### config.mk
export PLATFORM = sky130hd
export DESIGN_NAME = tcr_timer_unit
export DESIGN_NICKNAME = d
export VERILOG_FILES = /design/src/rtl/tcr_pkg.sv /design/src/rtl/tcr_cmp_chan.sv /design/src/rtl/tcr_timer_unit.sv
export SDC_FILE = /design/constraint.sdc
export NUM_CORES = 1
export LEC_CHECK = 0
export BUFFER_PORTS_ARGS = -buffer_cell sky130_fd_sc_hd__buf_4
export CORE_MARGIN = 8
export CORE_UTILIZATION = 45
export DETAILED_ROUTE_END_ITERATION = 8
export PLACE_DENSITY_LB_ADDON = 0.25
export SLEW_MARGIN = 20
export SYNTH_ARGS = -nofsm -noshare
export SYNTH_HDL_FRONTEND = slang
export SYNTH_SLANG_ARGS = --single-unit
### constraint.sdc
create_clock -name CLK -period 1.87 [get_ports CLK]
set_input_delay 0.0935 -clock CLK [delete_from_list [all_inputs] [get_ports CLK]]
set_output_delay 0.0935 -clock CLK [all_outputs]
set_load 0.01 [all_outputs]
### src/rtl/tcr_pkg.sv
// Purpose: shared constants of the timer compare and periodic unit
// Assumes: one 32-bit word per register, data in byte lane 0
// Notes:   compare pair k sits at OFF_CMP_BASE + k*CMP_STRIDE (upper byte)
`default_nettype none
package tcr_pkg;
  // register byte offsets
  localparam logic [7:0] OFF_FORCE    = 8'h00;
  localparam logic [7:0] OFF_MASK1P   = 8'h04;
  localparam logic [7:0] OFF_DATA1P   = 8'h08;
  localparam logic [7:0] OFF_CNT_HI   = 8'h0C;
  localparam logic [7:0] OFF_CNT_LO   = 8'h10;
  localparam logic [7:0] OFF_PINCTL   = 8'h14;
  localparam logic [7:0] OFF_CHMASK   = 8'h18;
  localparam logic [7:0] OFF_CHFLAG   = 8'h1C;
  localparam logic [7:0] OFF_MASK2    = 8'h20;
  localparam logic [7:0] OFF_FLAG2    = 8'h24;
  localparam logic [7:0] OFF_ACCCTL   = 8'h28;
  localparam logic [7:0] OFF_CMP_BASE = 8'h2C;
  localparam logic [7:0] CMP_STRIDE   = 8'h08;
  localparam logic [7:0] CMP_LO_STEP  = 8'h04;
  // implemented bit masks (others read zero)
  localparam logic [7:0] MASK_HI5     = 8'hF8;
  localparam logic [7:0] MASK_HI4     = 8'hF0;
  localparam logic [7:0] MASK_MASK2   = 8'hF3;
  localparam logic [7:0] MASK_ACCCTL  = 8'h07;
  // field positions
  localparam int         BIT_WRAP     = 7;
  localparam int         BIT_PERIODIC = 6;
  localparam int         BIT_SHARED   = 3;
  localparam int         BIT_SELECT   = 2;
  localparam int         NUM_CMP      = 5;
  // reset values
  localparam logic [15:0] CMP_RESET   = 16'hFFFF;
  localparam logic [15:0] CNT_RESET   = 16'h0000;
  localparam logic [15:0] CNT_TOP     = 16'hFFFF;
  localparam logic [7:0]  REG_RESET   = 8'h00;
  // timing counts in clock cycles
  localparam logic [6:0]  PR_WINDOW_CYCLES = 7'h40;
  localparam int          RTI_BASE_LOG2    = 13;
  // prescale masks for codes 00..11 : divide by 1, 4, 8, 16
  localparam logic [3:0]  PRE_DIV1  = 4'h0;
  localparam logic [3:0]  PRE_DIV4  = 4'h3;
  localparam logic [3:0]  PRE_DIV8  = 4'h7;
  localparam logic [3:0]  PRE_DIV16 = 4'hF;
endpackage
`default_nettype wire

### src/rtl/tcr_cmp_chan.sv
// Purpose: one 16-bit compare register with its comparator
// Assumes: write strobes are one-cycle pulses at the bus completion edge
// Notes:   match is a one-cycle pulse, one cycle after the count step
`timescale 1ns/100ps
`default_nettype none
module tcr_cmp_chan (
  input  wire logic        clk,
  input  wire logic        rstn,
  input  wire logic        wr_hi,
  input  wire logic        wr_lo,
  input  wire logic [7:0]  wdata,
  input  wire logic [15:0] count,
  input  wire logic        cnt_step,
  output var  logic [15:0] cmp_val,
  output var  logic        match
);
  // all state of the channel
  typedef struct packed {
    logic [15:0] cmp;    // compare value
    logic        inhib;  // upper-byte write blanking
    logic        match;  // match pulse
  } tcr_chan_t;
  tcr_chan_t s_reg;
  tcr_chan_t s_next;

  // next state: byte writes, blanking and equality test
  always_comb begin
    s_next = s_reg;
    if (wr_hi) begin
      s_next.cmp[15:8] = wdata;
    end
    if (wr_lo) begin
      s_next.cmp[7:0] = wdata;
    end
    s_next.inhib = wr_hi;
    s_next.match = cnt_step && !wr_hi && !s_reg.inhib
                   && (count == s_reg.cmp);
  end

  // register the state; compare value starts at all ones
  always_ff @(posedge clk) begin
    if (!rstn) begin
      s_reg.cmp   <= tcr_pkg::CMP_RESET;
      s_reg.inhib <= 1'b0;
      s_reg.match <= 1'b0;
    end else begin
      s_reg <= s_next;
    end
  end

  assign cmp_val = s_reg.cmp;
  assign match   = s_reg.match;

  chk_inhibit_after_write: assert property (
    @(posedge clk) disable iff (!rstn)
    wr_hi |=> !match ##1 !match) else $error("match during blanking");
endmodule // tcr_cmp_chan
`default_nettype wire

### src/rtl/tcr_timer_unit.sv
// Purpose: compare pin actions, coherent count read, prescaler, flags,
//          masks and the periodic interrupt of the timer unit
// Assumes: Avalon-MM slave, one aligned word per 8-bit register
// Notes:   one access completes two edges after it is raised
`timescale 1ns/100ps
`default_nettype none
module tcr_timer_unit #(
  parameter int RTI_LOG2 = tcr_pkg::RTI_BASE_LOG2  // shorten for simulation
) (
  input  wire logic        CLK,
  input  wire logic        RESETN,
  input  wire logic [7:0]  AVS_ADDRESS,
  input  wire logic        AVS_READ,
  input  wire logic        AVS_WRITE,
  input  wire logic [31:0] AVS_WRITEDATA,
  input  wire logic [3:0]  AVS_BYTEENABLE,
  output var  logic [31:0] AVS_READDATA,
  output var  logic        AVS_WAITREQUEST,
  input  wire logic [3:0]  CAP_IN,
  output var  logic [4:0]  PA_OUT,
  output var  logic [4:0]  PA_DRIVE,
  output var  logic        TIMER_IRQ
);
  // all state of the unit
  typedef struct packed {
    logic [15:0] count;      // free_running_counter
    logic        step;       // count changed on the last edge
    logic [3:0]  presc;      // prescale divider
    logic [15:0] rti;        // periodic divider
    logic [7:0]  lo_buf;     // latched lower count byte
    logic        buf_ok;     // lo_buf valid for the next access
    logic [4:0]  force_pend; // forced actions waiting for a step
    logic [7:0]  mask1p;     // multi_pin_mask_reg
    logic [7:0]  data1p;     // multi_pin_data_reg
    logic [7:0]  pinctl;     // pin_action_control_reg
    logic [7:0]  chmask;     // channel_mask_reg
    logic [7:0]  chflag;     // channel_flag_reg
    logic [7:0]  mask2;      // second_mask_reg
    logic [7:0]  flag2;      // second_flag_reg
    logic [7:0]  accctl;     // shared select and periodic rate
    logic        pr_lock;    // prescale already written
    logic [6:0]  win;        // cycles since reset, saturating
    logic [3:0]  cs1;        // capture sync stage one
    logic [3:0]  cs2;        // capture sync stage two
    logic [3:0]  cs3;        // capture sync stage three
    logic [3:0]  cap_q;      // agreed capture level
    logic [4:0]  pa;         // pins 7..3
    logic [4:0]  drive;      // pins 7..3 owned by the timer
    logic        irq;        // interrupt request
    logic        wait_n;     // low while answering
    logic [31:0] rdata;      // read answer
  } tcr_state_t;
  tcr_state_t s_reg;
  tcr_state_t s_next;

  // compare channel wires
  logic [15:0] cmp_val [tcr_pkg::NUM_CMP];
  logic [4:0]  cmp_match;        // index 0 = channel one
  logic [4:0]  cmp_wr_hi;
  logic [4:0]  cmp_wr_lo;
  logic        acc;              // access completes on this edge
  logic        wr_ok;            // completing write to lane 0
  logic [7:0]  wd;               // write byte
  logic [7:0]  rd_byte;          // read value of the addressed register

  // address of a compare pair byte; used for decode and for read mux
  function automatic logic [7:0] cmp_addr(input int ch, input logic hi);
    logic [7:0] a;
    a = tcr_pkg::OFF_CMP_BASE + 8'(ch) * tcr_pkg::CMP_STRIDE;
    return hi ? a : a + tcr_pkg::CMP_LO_STEP;
  endfunction

  // low-bit mask of a periodic interval 2^(RTI_LOG2+rate)
  function automatic logic [15:0] rti_mask(input logic [1:0] rate);
    logic [15:0] m;
    m = '0;
    for (int i = 0; i < 16; i++) begin
      if (i < RTI_LOG2 + int'(rate)) m[i] = 1'b1;
    end
    return m;
  endfunction

  // an access completes when the request meets a low waitrequest
  assign acc   = (AVS_READ || AVS_WRITE) && !s_reg.wait_n;
  assign wr_ok = acc && AVS_WRITE && AVS_BYTEENABLE[0];
  assign wd    = AVS_WRITEDATA[7:0];

  // five compare channels
  genvar g;
  generate
    for (g = 0; g < tcr_pkg::NUM_CMP; g++) begin : g_cmp
      assign cmp_wr_hi[g] = wr_ok && (AVS_ADDRESS == cmp_addr(g, 1'b1));
      assign cmp_wr_lo[g] = wr_ok && (AVS_ADDRESS == cmp_addr(g, 1'b0));
      tcr_cmp_chan u_chan (
        .clk      (CLK),
        .rstn     (RESETN),
        .wr_hi    (cmp_wr_hi[g]),
        .wr_lo    (cmp_wr_lo[g]),
        .wdata    (wd),
        .count    (s_reg.count),
        .cnt_step (s_reg.step),
        .cmp_val  (cmp_val[g]),
        .match    (cmp_match[g])
      );
    end
  endgenerate

  // read multiplexer; unmapped addresses read zero
  always_comb begin
    rd_byte = 8'h00;
    case (AVS_ADDRESS)
      tcr_pkg::OFF_FORCE:  rd_byte = 8'h00;
      tcr_pkg::OFF_MASK1P: rd_byte = s_reg.mask1p & tcr_pkg::MASK_HI5;
      tcr_pkg::OFF_DATA1P: rd_byte = s_reg.data1p & tcr_pkg::MASK_HI5;
      tcr_pkg::OFF_CNT_HI: rd_byte = s_reg.count[15:8];
      tcr_pkg::OFF_CNT_LO: rd_byte = s_reg.buf_ok ? s_reg.lo_buf
                                                  : s_reg.count[7:0];
      tcr_pkg::OFF_PINCTL: rd_byte = s_reg.pinctl;
      tcr_pkg::OFF_CHMASK: rd_byte = s_reg.chmask;
      tcr_pkg::OFF_CHFLAG: rd_byte = s_reg.chflag;
      tcr_pkg::OFF_MASK2:  rd_byte = s_reg.mask2 & tcr_pkg::MASK_MASK2;
      tcr_pkg::OFF_FLAG2:  rd_byte = s_reg.flag2 & tcr_pkg::MASK_HI4;
      tcr_pkg::OFF_ACCCTL: rd_byte = s_reg.accctl & tcr_pkg::MASK_ACCCTL;
      default: begin
        for (int k = 0; k < tcr_pkg::NUM_CMP; k++) begin
          if (AVS_ADDRESS == cmp_addr(k, 1'b1)) rd_byte = cmp_val[k][15:8];
          if (AVS_ADDRESS == cmp_addr(k, 1'b0)) rd_byte = cmp_val[k][7:0];
        end
      end
    endcase
  end

  // next-state logic of the whole unit
  always_comb begin
    logic [3:0]  div_mask;   // prescale mask from the select code
    logic        tick;       // counter advances on this edge
    logic        sel_cap;    // shared channel serves capture four
    logic [4:0]  act;        // channels acting on pins this step
    logic [3:0]  cap_edge;   // agreed rising capture edges
    logic [7:0]  ch_set;     // hardware sets of channel flags
    logic [7:0]  f2_set;     // hardware sets of second flags
    logic [7:0]  ch_clr;     // written ones, channel flags
    logic [7:0]  f2_clr;     // written ones, second flags
    logic [1:0]  mode;       // pin action pair
    div_mask = tcr_pkg::PRE_DIV1;
    tick     = 1'b0;
    sel_cap  = 1'b0;
    act      = '0;
    cap_edge = '0;
    ch_set   = '0;
    f2_set   = '0;
    ch_clr   = '0;
    f2_clr   = '0;
    mode     = 2'b00;
    s_next   = s_reg;

    case (s_reg.mask2[1:0])
      2'b00:   div_mask = tcr_pkg::PRE_DIV1;
      2'b01:   div_mask = tcr_pkg::PRE_DIV4;
      2'b10:   div_mask = tcr_pkg::PRE_DIV8;
      default: div_mask = tcr_pkg::PRE_DIV16;
    endcase
    tick          = ((s_reg.presc & div_mask) == div_mask);
    s_next.presc  = tick ? 4'h0 : s_reg.presc + 4'h1;
    s_next.count  = tick ? s_reg.count + 16'h0001 : s_reg.count;
    s_next.step   = tick;
    sel_cap       = s_reg.accctl[tcr_pkg::BIT_SELECT];

    f2_set[tcr_pkg::BIT_WRAP] = tick && (s_reg.count == tcr_pkg::CNT_TOP);

    s_next.rti = s_reg.rti + 16'h0001;
    f2_set[tcr_pkg::BIT_PERIODIC] =
      ((s_reg.rti & rti_mask(s_reg.accctl[1:0])) ==
       rti_mask(s_reg.accctl[1:0]));

    // capture pins: a change counts once stages two and three agree
    s_next.cs1 = CAP_IN;
    s_next.cs2 = s_reg.cs1;
    s_next.cs3 = s_reg.cs2;
    for (int i = 0; i < 4; i++) begin
      if (s_reg.cs2[i] == s_reg.cs3[i]) begin
        s_next.cap_q[i] = s_reg.cs3[i];
        cap_edge[i]     = s_reg.cs3[i] && !s_reg.cap_q[i];
      end
    end

    // flag sources; compare one and capture one sit highest
    for (int k = 0; k < 4; k++) ch_set[7-k] = cmp_match[k];
    ch_set[tcr_pkg::BIT_SHARED] = sel_cap ? cap_edge[3] : cmp_match[4];
    for (int k = 0; k < 3; k++) ch_set[2-k] = cap_edge[k];

    // act on match or pending force; gate channel five
    act = cmp_match | (tick ? s_reg.force_pend : 5'h00);
    if (sel_cap) act[4] = 1'b0;
    // pending force lasts until the step
    if (tick) s_next.force_pend = '0;

    // channels two to five drive pins 6..3
    for (int c = 1; c < tcr_pkg::NUM_CMP; c++) begin
      mode = s_reg.pinctl[2*(4-c) +: 2];
      if (act[c]) begin
        case (mode)
          2'b01:   s_next.pa[4-c] = !s_next.pa[4-c];
          2'b10:   s_next.pa[4-c] = 1'b0;
          2'b11:   s_next.pa[4-c] = 1'b1;
          default: s_next.pa[4-c] = s_next.pa[4-c];
        endcase
      end
      s_next.drive[4-c] = (mode != 2'b00) && !(c == 4 && sel_cap);
    end
    s_next.drive[4] = 1'b0;
    // channel one last, so its data wins a tie
    for (int p = 0; p < 5; p++) begin
      if (act[0] && s_reg.mask1p[p+3]) s_next.pa[p] = s_reg.data1p[p+3];
      if (s_reg.mask1p[p+3]) s_next.drive[p] = 1'b1;
    end

    // prescale window counter saturates at the limit
    if (s_reg.win != tcr_pkg::PR_WINDOW_CYCLES) begin
      s_next.win = s_reg.win + 7'h01;
    end

    // bus answer: first edge builds the answer, second completes
    s_next.wait_n = 1'b1;
    if ((AVS_READ || AVS_WRITE) && s_reg.wait_n) begin
      s_next.wait_n = 1'b0;
      s_next.rdata  = {24'h000000, rd_byte};
      // latch lower byte from the snapshot that gave the upper byte
      // so a count step before completion cannot tear the pair
      if (AVS_READ && (AVS_ADDRESS == tcr_pkg::OFF_CNT_HI)) begin
        s_next.lo_buf = s_reg.count[7:0];
      end
    end
    if (acc) begin
      // latch serves only the very next access
      s_next.buf_ok = AVS_READ && (AVS_ADDRESS == tcr_pkg::OFF_CNT_HI);
    end
    if (wr_ok) begin
      case (AVS_ADDRESS)
        // force bit 7 is channel one, bit 3 channel five
        tcr_pkg::OFF_FORCE: begin
          for (int k = 0; k < 5; k++) if (wd[7-k]) s_next.force_pend[k] = 1'b1;
        end
        tcr_pkg::OFF_MASK1P: s_next.mask1p = wd & tcr_pkg::MASK_HI5;
        tcr_pkg::OFF_DATA1P: s_next.data1p = wd & tcr_pkg::MASK_HI5;
        tcr_pkg::OFF_PINCTL: s_next.pinctl = wd;
        tcr_pkg::OFF_CHMASK: s_next.chmask = wd;
        tcr_pkg::OFF_CHFLAG: ch_clr = wd;
        tcr_pkg::OFF_FLAG2:  f2_clr = wd & tcr_pkg::MASK_HI4;
        tcr_pkg::OFF_ACCCTL: s_next.accctl = wd & tcr_pkg::MASK_ACCCTL;
        tcr_pkg::OFF_MASK2: begin
          s_next.mask2[7:4] = wd[7:4];
          if (!s_reg.pr_lock && s_reg.win != tcr_pkg::PR_WINDOW_CYCLES) begin
            s_next.mask2[1:0] = wd[1:0];
            s_next.pr_lock    = 1'b1;
          end
        end
        default: s_next.pr_lock = s_reg.pr_lock;
      endcase
    end

    s_next.chflag = (s_reg.chflag & ~ch_clr) | ch_set;
    s_next.flag2  = ((s_reg.flag2 & ~f2_clr) | f2_set) & tcr_pkg::MASK_HI4;

    s_next.irq = |(s_next.chmask & s_next.chflag) ||
                 |(s_next.mask2[7:4] & s_next.flag2[7:4]);
  end

  // state register
  always_ff @(posedge CLK) begin
    if (!RESETN) begin
      s_reg        <= '0;
      s_reg.count  <= tcr_pkg::CNT_RESET;
      s_reg.mask1p <= tcr_pkg::REG_RESET;
      s_reg.wait_n <= 1'b1;
    end else begin
      s_reg <= s_next;
    end
  end

  assign AVS_READDATA    = s_reg.rdata;
  assign AVS_WAITREQUEST = s_reg.wait_n;
  assign PA_OUT          = s_reg.pa;
  assign PA_DRIVE        = s_reg.drive;
  assign TIMER_IRQ       = s_reg.irq;

  // checks
  chk_force_read_zero: assert property (@(posedge CLK) disable iff (!RESETN)
    (AVS_READ && !AVS_WAITREQUEST && AVS_ADDRESS == tcr_pkg::OFF_FORCE)
    |-> AVS_READDATA == 32'h0) else $error("force reads nonzero");
  chk_reserved_bits: assert property (@(posedge CLK) disable iff (!RESETN)
    (AVS_READ && !AVS_WAITREQUEST && AVS_ADDRESS == tcr_pkg::OFF_FLAG2)
    |-> AVS_READDATA[3:0] == 4'h0) else $error("reserved bits set");
  chk_wrap_sets_flag: assert property (@(posedge CLK) disable iff (!RESETN)
    (s_reg.step && s_reg.count == 16'h0000) |-> s_reg.flag2[7])
    else $error("wrap flag missing");
  chk_set_beats_clear: assert property (@(posedge CLK) disable iff (!RESETN)
    (cmp_match[0]) |=> s_reg.chflag[7]) else $error("match flag lost");
  chk_irq_follows: assert property (@(posedge CLK) disable iff (!RESETN)
    (|(s_reg.chmask & s_reg.chflag)) |-> TIMER_IRQ)
    else $error("irq not raised");
  chk_prescale_locked: assert property (@(posedge CLK) disable iff (!RESETN)
    s_reg.pr_lock |=> $stable(s_reg.mask2[1:0]))
    else $error("prescale changed after lock");
  chk_ch1_pin_data: assert property (@(posedge CLK) disable iff (!RESETN)
    cmp_match[0] |=> ((PA_OUT ^ $past(s_reg.data1p[7:3])) &
                      $past(s_reg.mask1p[7:3])) == 5'h00)
    else $error("pin data not copied");
  chk_force_once: assert property (
    @(posedge CLK) disable iff (!RESETN)
    (s_reg.force_pend != 5'h00 && s_next.step && !wr_ok)
    |=> s_reg.force_pend == 5'h00) else $error("force left pending");
  chk_rti_rose: assert property (
    @(posedge CLK) disable iff (!RESETN) $rose(s_reg.flag2[6]) |->
    ($past(s_reg.rti) & $past(rti_mask(s_reg.accctl[1:0]))) ==
    $past(rti_mask(s_reg.accctl[1:0]))) else $error("periodic flag early");
endmodule // tcr_timer_unit
`default_nettype wire
Word-level counts from Yosys, hierarchy flattened
Index checks and enable logic that the tools add are counted.
- register bits after elaboration: 236
- latch bits: 0
- RAM bits: 0
- memory bits (read-only): 0
- input bits: 52
- output and inout port bits: 44
- memories kept: 0
- add/subtract/negate cells: 5
- multiply operators: 0
- div/mod/pow operators: 0
- order comparisons: 16
- equal/unequal tests: 47
- shift-type cells: 0
- multiplexer cells: 72
- bitwise gates (word level): 12
- reduce and logical (&&, ||, !) cells: 92
- operator list (kind ; count):
    less-than comparator 5 x 32 -> 1 bit, first input constant ; 7
    2-to-1 mux 8 bit ; 19
    less-than comparator 4 x 32 -> 1 bit, first input constant ; 4
    == test 16 bit ; 6
    one-hot mux 8 bit (11 select lines) ; 1
    == test 8 x 6 -> 1 bit, second input constant ; 8
    less-than comparator 3 x 32 -> 1 bit, first input constant ; 2
    logical AND 1 bit ; 42
    == test 8 x 7 -> 1 bit, second input constant ; 5
    2-to-1 mux 1 bit ; 40
    2-to-1 mux 37 bit ; 1
    2-to-1 mux 33 bit ; 1
    adder 16 x 1 -> 16 bit, second input constant ; 2
    == test 8 x 5 -> 1 bit, second input constant ; 4
    less-than comparator 1 x 32 -> 1 bit, first input constant ; 1
    less-than comparator 2 x 32 -> 1 bit, first input constant ; 1
    AND 8 bit ; 3
    logical NOT 1 bit ; 21
    == test 2 bit, second input constant ; 9
    AND reduction 2 bit ; 9
    AND 16 bit ; 1
    == test 16 bit, second input constant ; 1
    == test 8 x 4 -> 1 bit, second input constant ; 2
    inverter 8 bit ; 2
    other kinds (26) ; 52

Depth between registers and ports, before layout
- word-level depth: 13
- gate-level depth with buffers: 9

Hierarchy
Synthesis repeated with hierarchy kept, for this count alone.
- cells, all modules: 1372
- area, all modules: 12160.4 µm²
- modules (own cells, without submodules) (module ; times used ; cells each ; area an instance (µm²) ; sequential area each (µm²)):
    tcr_timer_unit ; 1 ; 902 ; 7549.7 ; 2842.7
    tcr_cmp_chan ; 5 ; 94 ; 922.1 ; 360.3

Worst setup path before layout
OpenSTA, ideal clock, no wires.
- path kind: in2reg
- from: input AVS_ADDRESS[6]
- to: register s_reg, in the netlist TIMER_IRQ
- setup time: 137 ps
- data arrival time: 1780 ps
- path slack: -47 ps
- stages: 8
- path through: buf_2 -> or4b_1 -> buf_2 -> nor3_4 -> a21boi_1 -> a31o_1 -> a2111oi_2 -> a41oi_1
- word-level cells in the longest chain between the ends: 9
- RTL lines (what ; RTL line ; RTL):
    start, declared ; tcr_timer_unit.sv:12 ; input wire logic [7:0] AVS_ADDRESS,
    == test 8 x 5 -> 1 bit or == test 8 x 6 -> 1 bit (tied branches) ; tcr_timer_unit.sv:239 ; case (AVS_ADDRESS)
    2-to-1 mux 8 bit ; tcr_timer_unit.sv:239 ;
    2-to-1 mux 8 bit ; tcr_timer_unit.sv:238 ; if (wr_ok) begin
    inverter 8 bit, on equally long branches ; tcr_timer_unit.sv:262, tcr_timer_unit.sv:263 ;
    AND 8 bit, on equally long branches ; tcr_timer_unit.sv:262, tcr_timer_unit.sv:263 ;
    OR 8 bit, on equally long branches ; tcr_timer_unit.sv:262, tcr_timer_unit.sv:263 ;
    AND 8 bit or AND 4 bit (tied branches) ; tcr_timer_unit.sv:265, tcr_timer_unit.sv:266 ;
    OR reduction 8 bit or OR reduction 4 bit (tied branches) ; tcr_timer_unit.sv:265, tcr_timer_unit.sv:266 ;
    logical OR 1 bit (*) ; tcr_timer_unit.sv:265 ; s_next.irq = |(s_next.chmask & s_next.chflag) ||
    end signal, assigned ; tcr_timer_unit.sv:277 ; s_reg <= s_next;
    end, declared ; tcr_timer_unit.sv:53 ; tcr_state_t s_reg;
Mark *: on every way between the ends. The rest lies on a longest branch, timed or not.
A chain may end at the register's enable or synchronous reset.

Worst setup path after layout
- from: register s_reg, in the netlist AVS_WAITREQUEST
- to: register s_reg, in the netlist TIMER_IRQ
- word-level cells in the longest chain between the ends: 11
- RTL lines (what ; RTL line ; RTL):
    logical NOT 1 bit (*) ; tcr_timer_unit.sv:84 ; assign acc = (AVS_READ || AVS_WRITE) && !s_reg.wait_n;
    logical AND 1 bit (*) ; tcr_timer_unit.sv:84 ;
    logical AND 1 bit (*) (2 in a row) ; tcr_timer_unit.sv:85 ; assign wr_ok = acc && AVS_WRITE && AVS_BYTEENABLE[0];
    2-to-1 mux 8 bit ; tcr_timer_unit.sv:238 ;
    inverter 8 bit, on equally long branches ; tcr_timer_unit.sv:262, tcr_timer_unit.sv:263 ;
    AND 8 bit, on equally long branches ; tcr_timer_unit.sv:262, tcr_timer_unit.sv:263 ;
    OR 8 bit, on equally long branches ; tcr_timer_unit.sv:262, tcr_timer_unit.sv:263 ;
    AND 8 bit or AND 4 bit (tied branches) ; tcr_timer_unit.sv:265, tcr_timer_unit.sv:266 ;
    OR reduction 8 bit or OR reduction 4 bit (tied branches) ; tcr_timer_unit.sv:265, tcr_timer_unit.sv:266 ;
    logical OR 1 bit (*) ; tcr_timer_unit.sv:265 ;
Marks and branches as above.

==> reports/results.ini <==
[layout]
nets = 1555
diodes = 0
drive_gt1_frac = 0.209
stdcell_count = 1840
largest_register_ffs = 114
syn_to_final_growth_pct = 23.1
post-route-util = 0.560
finish.instance_area_mm2 = 0.0140

[timing]
grt_setup_unrepaired = true
slew_headroom = 0.606
fin_worst_skew_ns = 0.0185
setup_viol = 1
finalHoldViolCount = 0
timing.final.max_slew_violations = 0
fmax_mhz = 514
worstMarginPinSlew_ns = 0.588
min_period_ns = 1.95
setup_ws_ns = -0.0758
fin_crit_sh = 1.04

[route]
wl_per_cell_um = 21.3
routed-via-count = 10564
viasPerCell = 5.74
dr.pass1.iters = 6
drtIter0Drc = 1150
ant_nets = 0
wirelength_mm = 39.1
remaining_drc_errors = 0

[yosys]
ys_seq_elements = 232
synth_warnings = 0
synth_flop_cell = dfxtp_1
synth_seq_area_share = 0.409
async_reset_ff_frac = 0
netlist.area_leader.share = 0.409
synth_commonest_cells = dfxtp_1 (232), nor2_1 (153), nand2_1 (147)
synthCells = 1346
synth.distinct_cells = 74
synth_most_common_cell = dfxtp_1
avgSynthCellArea_um2 = 8.43
ys_top_cells_by_area = dfxtp_1 (41%), xnor2_1 (5.5%), nor2_1 (5.1%), nand2_1 (4.9%), mux2i_1 (4.6%)
netlist_area_mm2 = 0.0113
synth_edf_count = 0
synth_top_cell_by_area = dfxtp_1

[floorplanning]
die_height_um = 175
num_rows = 58
dieArea_mm2 = 0.0305
io_pins = 96
core_area_mm2 = 0.0250
die-width_um = 175
initial_core_util = 0.454

[grt]
grt_max_degree = 87
grt_pass1_vias = 10123
antenna_found_initial = 0
grt_pass1_wl_mm = 59.6
grt_usage = 0.248
grt_overflow = 0

[status]
violations = setup timing
run_status = complete, but fails checks

[clock_network]
cts_tree = built
cts.sinks = 232
clk_pin_slew_worst_paths_ns = 0.07
root_buffer = clkbuf_16
numCtsBuffers = 25
clk_latency_ns = 0.53
htree_levels = 1
clk_path_buf_depth = 3

[worst_hold_path]
holdPathStages = 3
hold_class = in -> reg

[power_and_ir_drop]
ir_worst_vdd_v = 0.000722
intPower_mw = 8.17
netSwitchingPower_mw = 2.53
p_leak_nw = 5.75
sequentialPowerShare = 0.470
powerDensity_mw_per_mm2 = 766
p_sw_frac = 0.237
power_frac_comb = 0.072
power_mw = 10.7
clkPwrFrac = 0.459

[worst_setup_path]
critPathKind = reg -> reg
critPathLaunchType = flip-flop
path_max_fanout = 2
r2r_cells = 8
worstPathRequired_ns = 2.26
crit_arrival_ns = 2.34
setup.worst_path.end_class = flip-flop

[place]
detailed_place_hpwl_mm = 28.7
dp_slack_ns = -0.259
globalplace.congestion = 0.985
placed_area_mm2 = 0.0129
io_buffer_count = 44
placed_cells = 1778

[job]
cap_violations = 0

-- routing by layer --
metal  up-vias  GRT usage  wire [um]
li1       4929          -          -
met1      5061      0.325      16600
met2       453      0.385      17100
met3       121     0.0574       3570
met4         0      0.107       1910
met5         -          0          0
-- logic make-up (layout without fill, tap and decap cells) --
group	after synthesis	in the layout	share of synthesized area
multiplexers	65	65	0.0598
AO/OA/AOI/OAI	258	258	0.144
flip-flops	232	232	0.409
XOR/XNOR	114	114	0.0880
AND/OR/NAND/NOR	512	512	0.218
buffers and inverters	153	294	0.0683
other	1	24	0.000331
adder cells (fa/ha/maj)	11	11	0.0121
-- final cells by class --
cell class	count	area, um^2
Multi-Input combinational cell	984	6110
Timing Repair Buffer	231	1920
Tap cell	330	413
Clock buffer	38	744
Inverter	18	67.6
Fill cell	2338	11000
Clock inverter	7	70.1
Sequential cell	232	4650
-- worst paths after layout --
kind / end / slack [ns] / start
worst max-delay path: TIMER_IRQ / -0.08 / AVS_WAITREQUEST
worst min-delay path: g_cmp[0].u_chan.cmp_val[0] / 0.04 / RESETN
worst max register to register: TIMER_IRQ / -0.08 / AVS_WAITREQUEST
worst min register to register: s_next[48] / 0.44 / s_next[52]
-- power by group through the flow --
stage / sequential (mW) / combinational, mW / clock (mW)
final: 5.03 / 0.767 / 4.91
after global routing: 5.03 / 0.812 / 5.18
after CTS: 5.02 / 0.740 / 4.98
after detailed placement: 5.13 / 0.716 / 0
after global placement: 5.13 / 0.710 / 0
after floorplan: 5.12 / 0.429 / 0
-- what timing repair did --
item | 4_1_cts | 5_1_grt
buffers inserted | 0 | 4
gates cloned | 0 | 0
pin swaps | 0 | 5
endpoints found under the setup margin | 5 | 20
endpoints found under the hold margin | 26 | 0
hold buffers | 13 | 0
resized for setup | 5 | 24
-- placed cells by master (no fill, tap or decap), drive strengths merged, types with 6 or more instances in the layout --
cell type / count
o22ai: 13
a22o: 12
conb: 24
dfxtp: 232
nand3: 73
o211ai: 6
buf: 218
a31oi: 7
a21oi: 82
clkbuf: 38
nand2: 149
a22oi: 12
mux2i: 52
ha: 11
o21ai: 71
and3: 13
mux2: 12
nor4: 15
xnor2: 71
or3: 6
inv: 19
dlygate4sd3: 13
nor3: 12
xor2: 43
nor2: 159
o22a: 9
a222oi: 10
nand4: 30
a221oi: 9
and2: 20
-- per-stage QoR --
step	hold slack, ns	setup TNS (ns)
5_1_grt	0.0578	-0.151
3_5_place_dp	0.305	-5.24
2_1_floorplan	0.221	-0.0325
3_3_place_gp	0.303	-3.06
4_1_cts	0.0462	-0.0389
6_report	0.0448	-0.0758
-- worst max-delay path, stage by stage (launching register included) --
cell	delay (ns)
dfxtp_2	0.32
buf_6	0.10
nand3b_1	0.16
buf_6	0.15
nor3_4	0.20
a21boi_1	0.09
a31o_1	0.26
a2111oi_4	0.38
a41oi_2	0.16
Note: power is estimated with default switching activity, not from simulation.
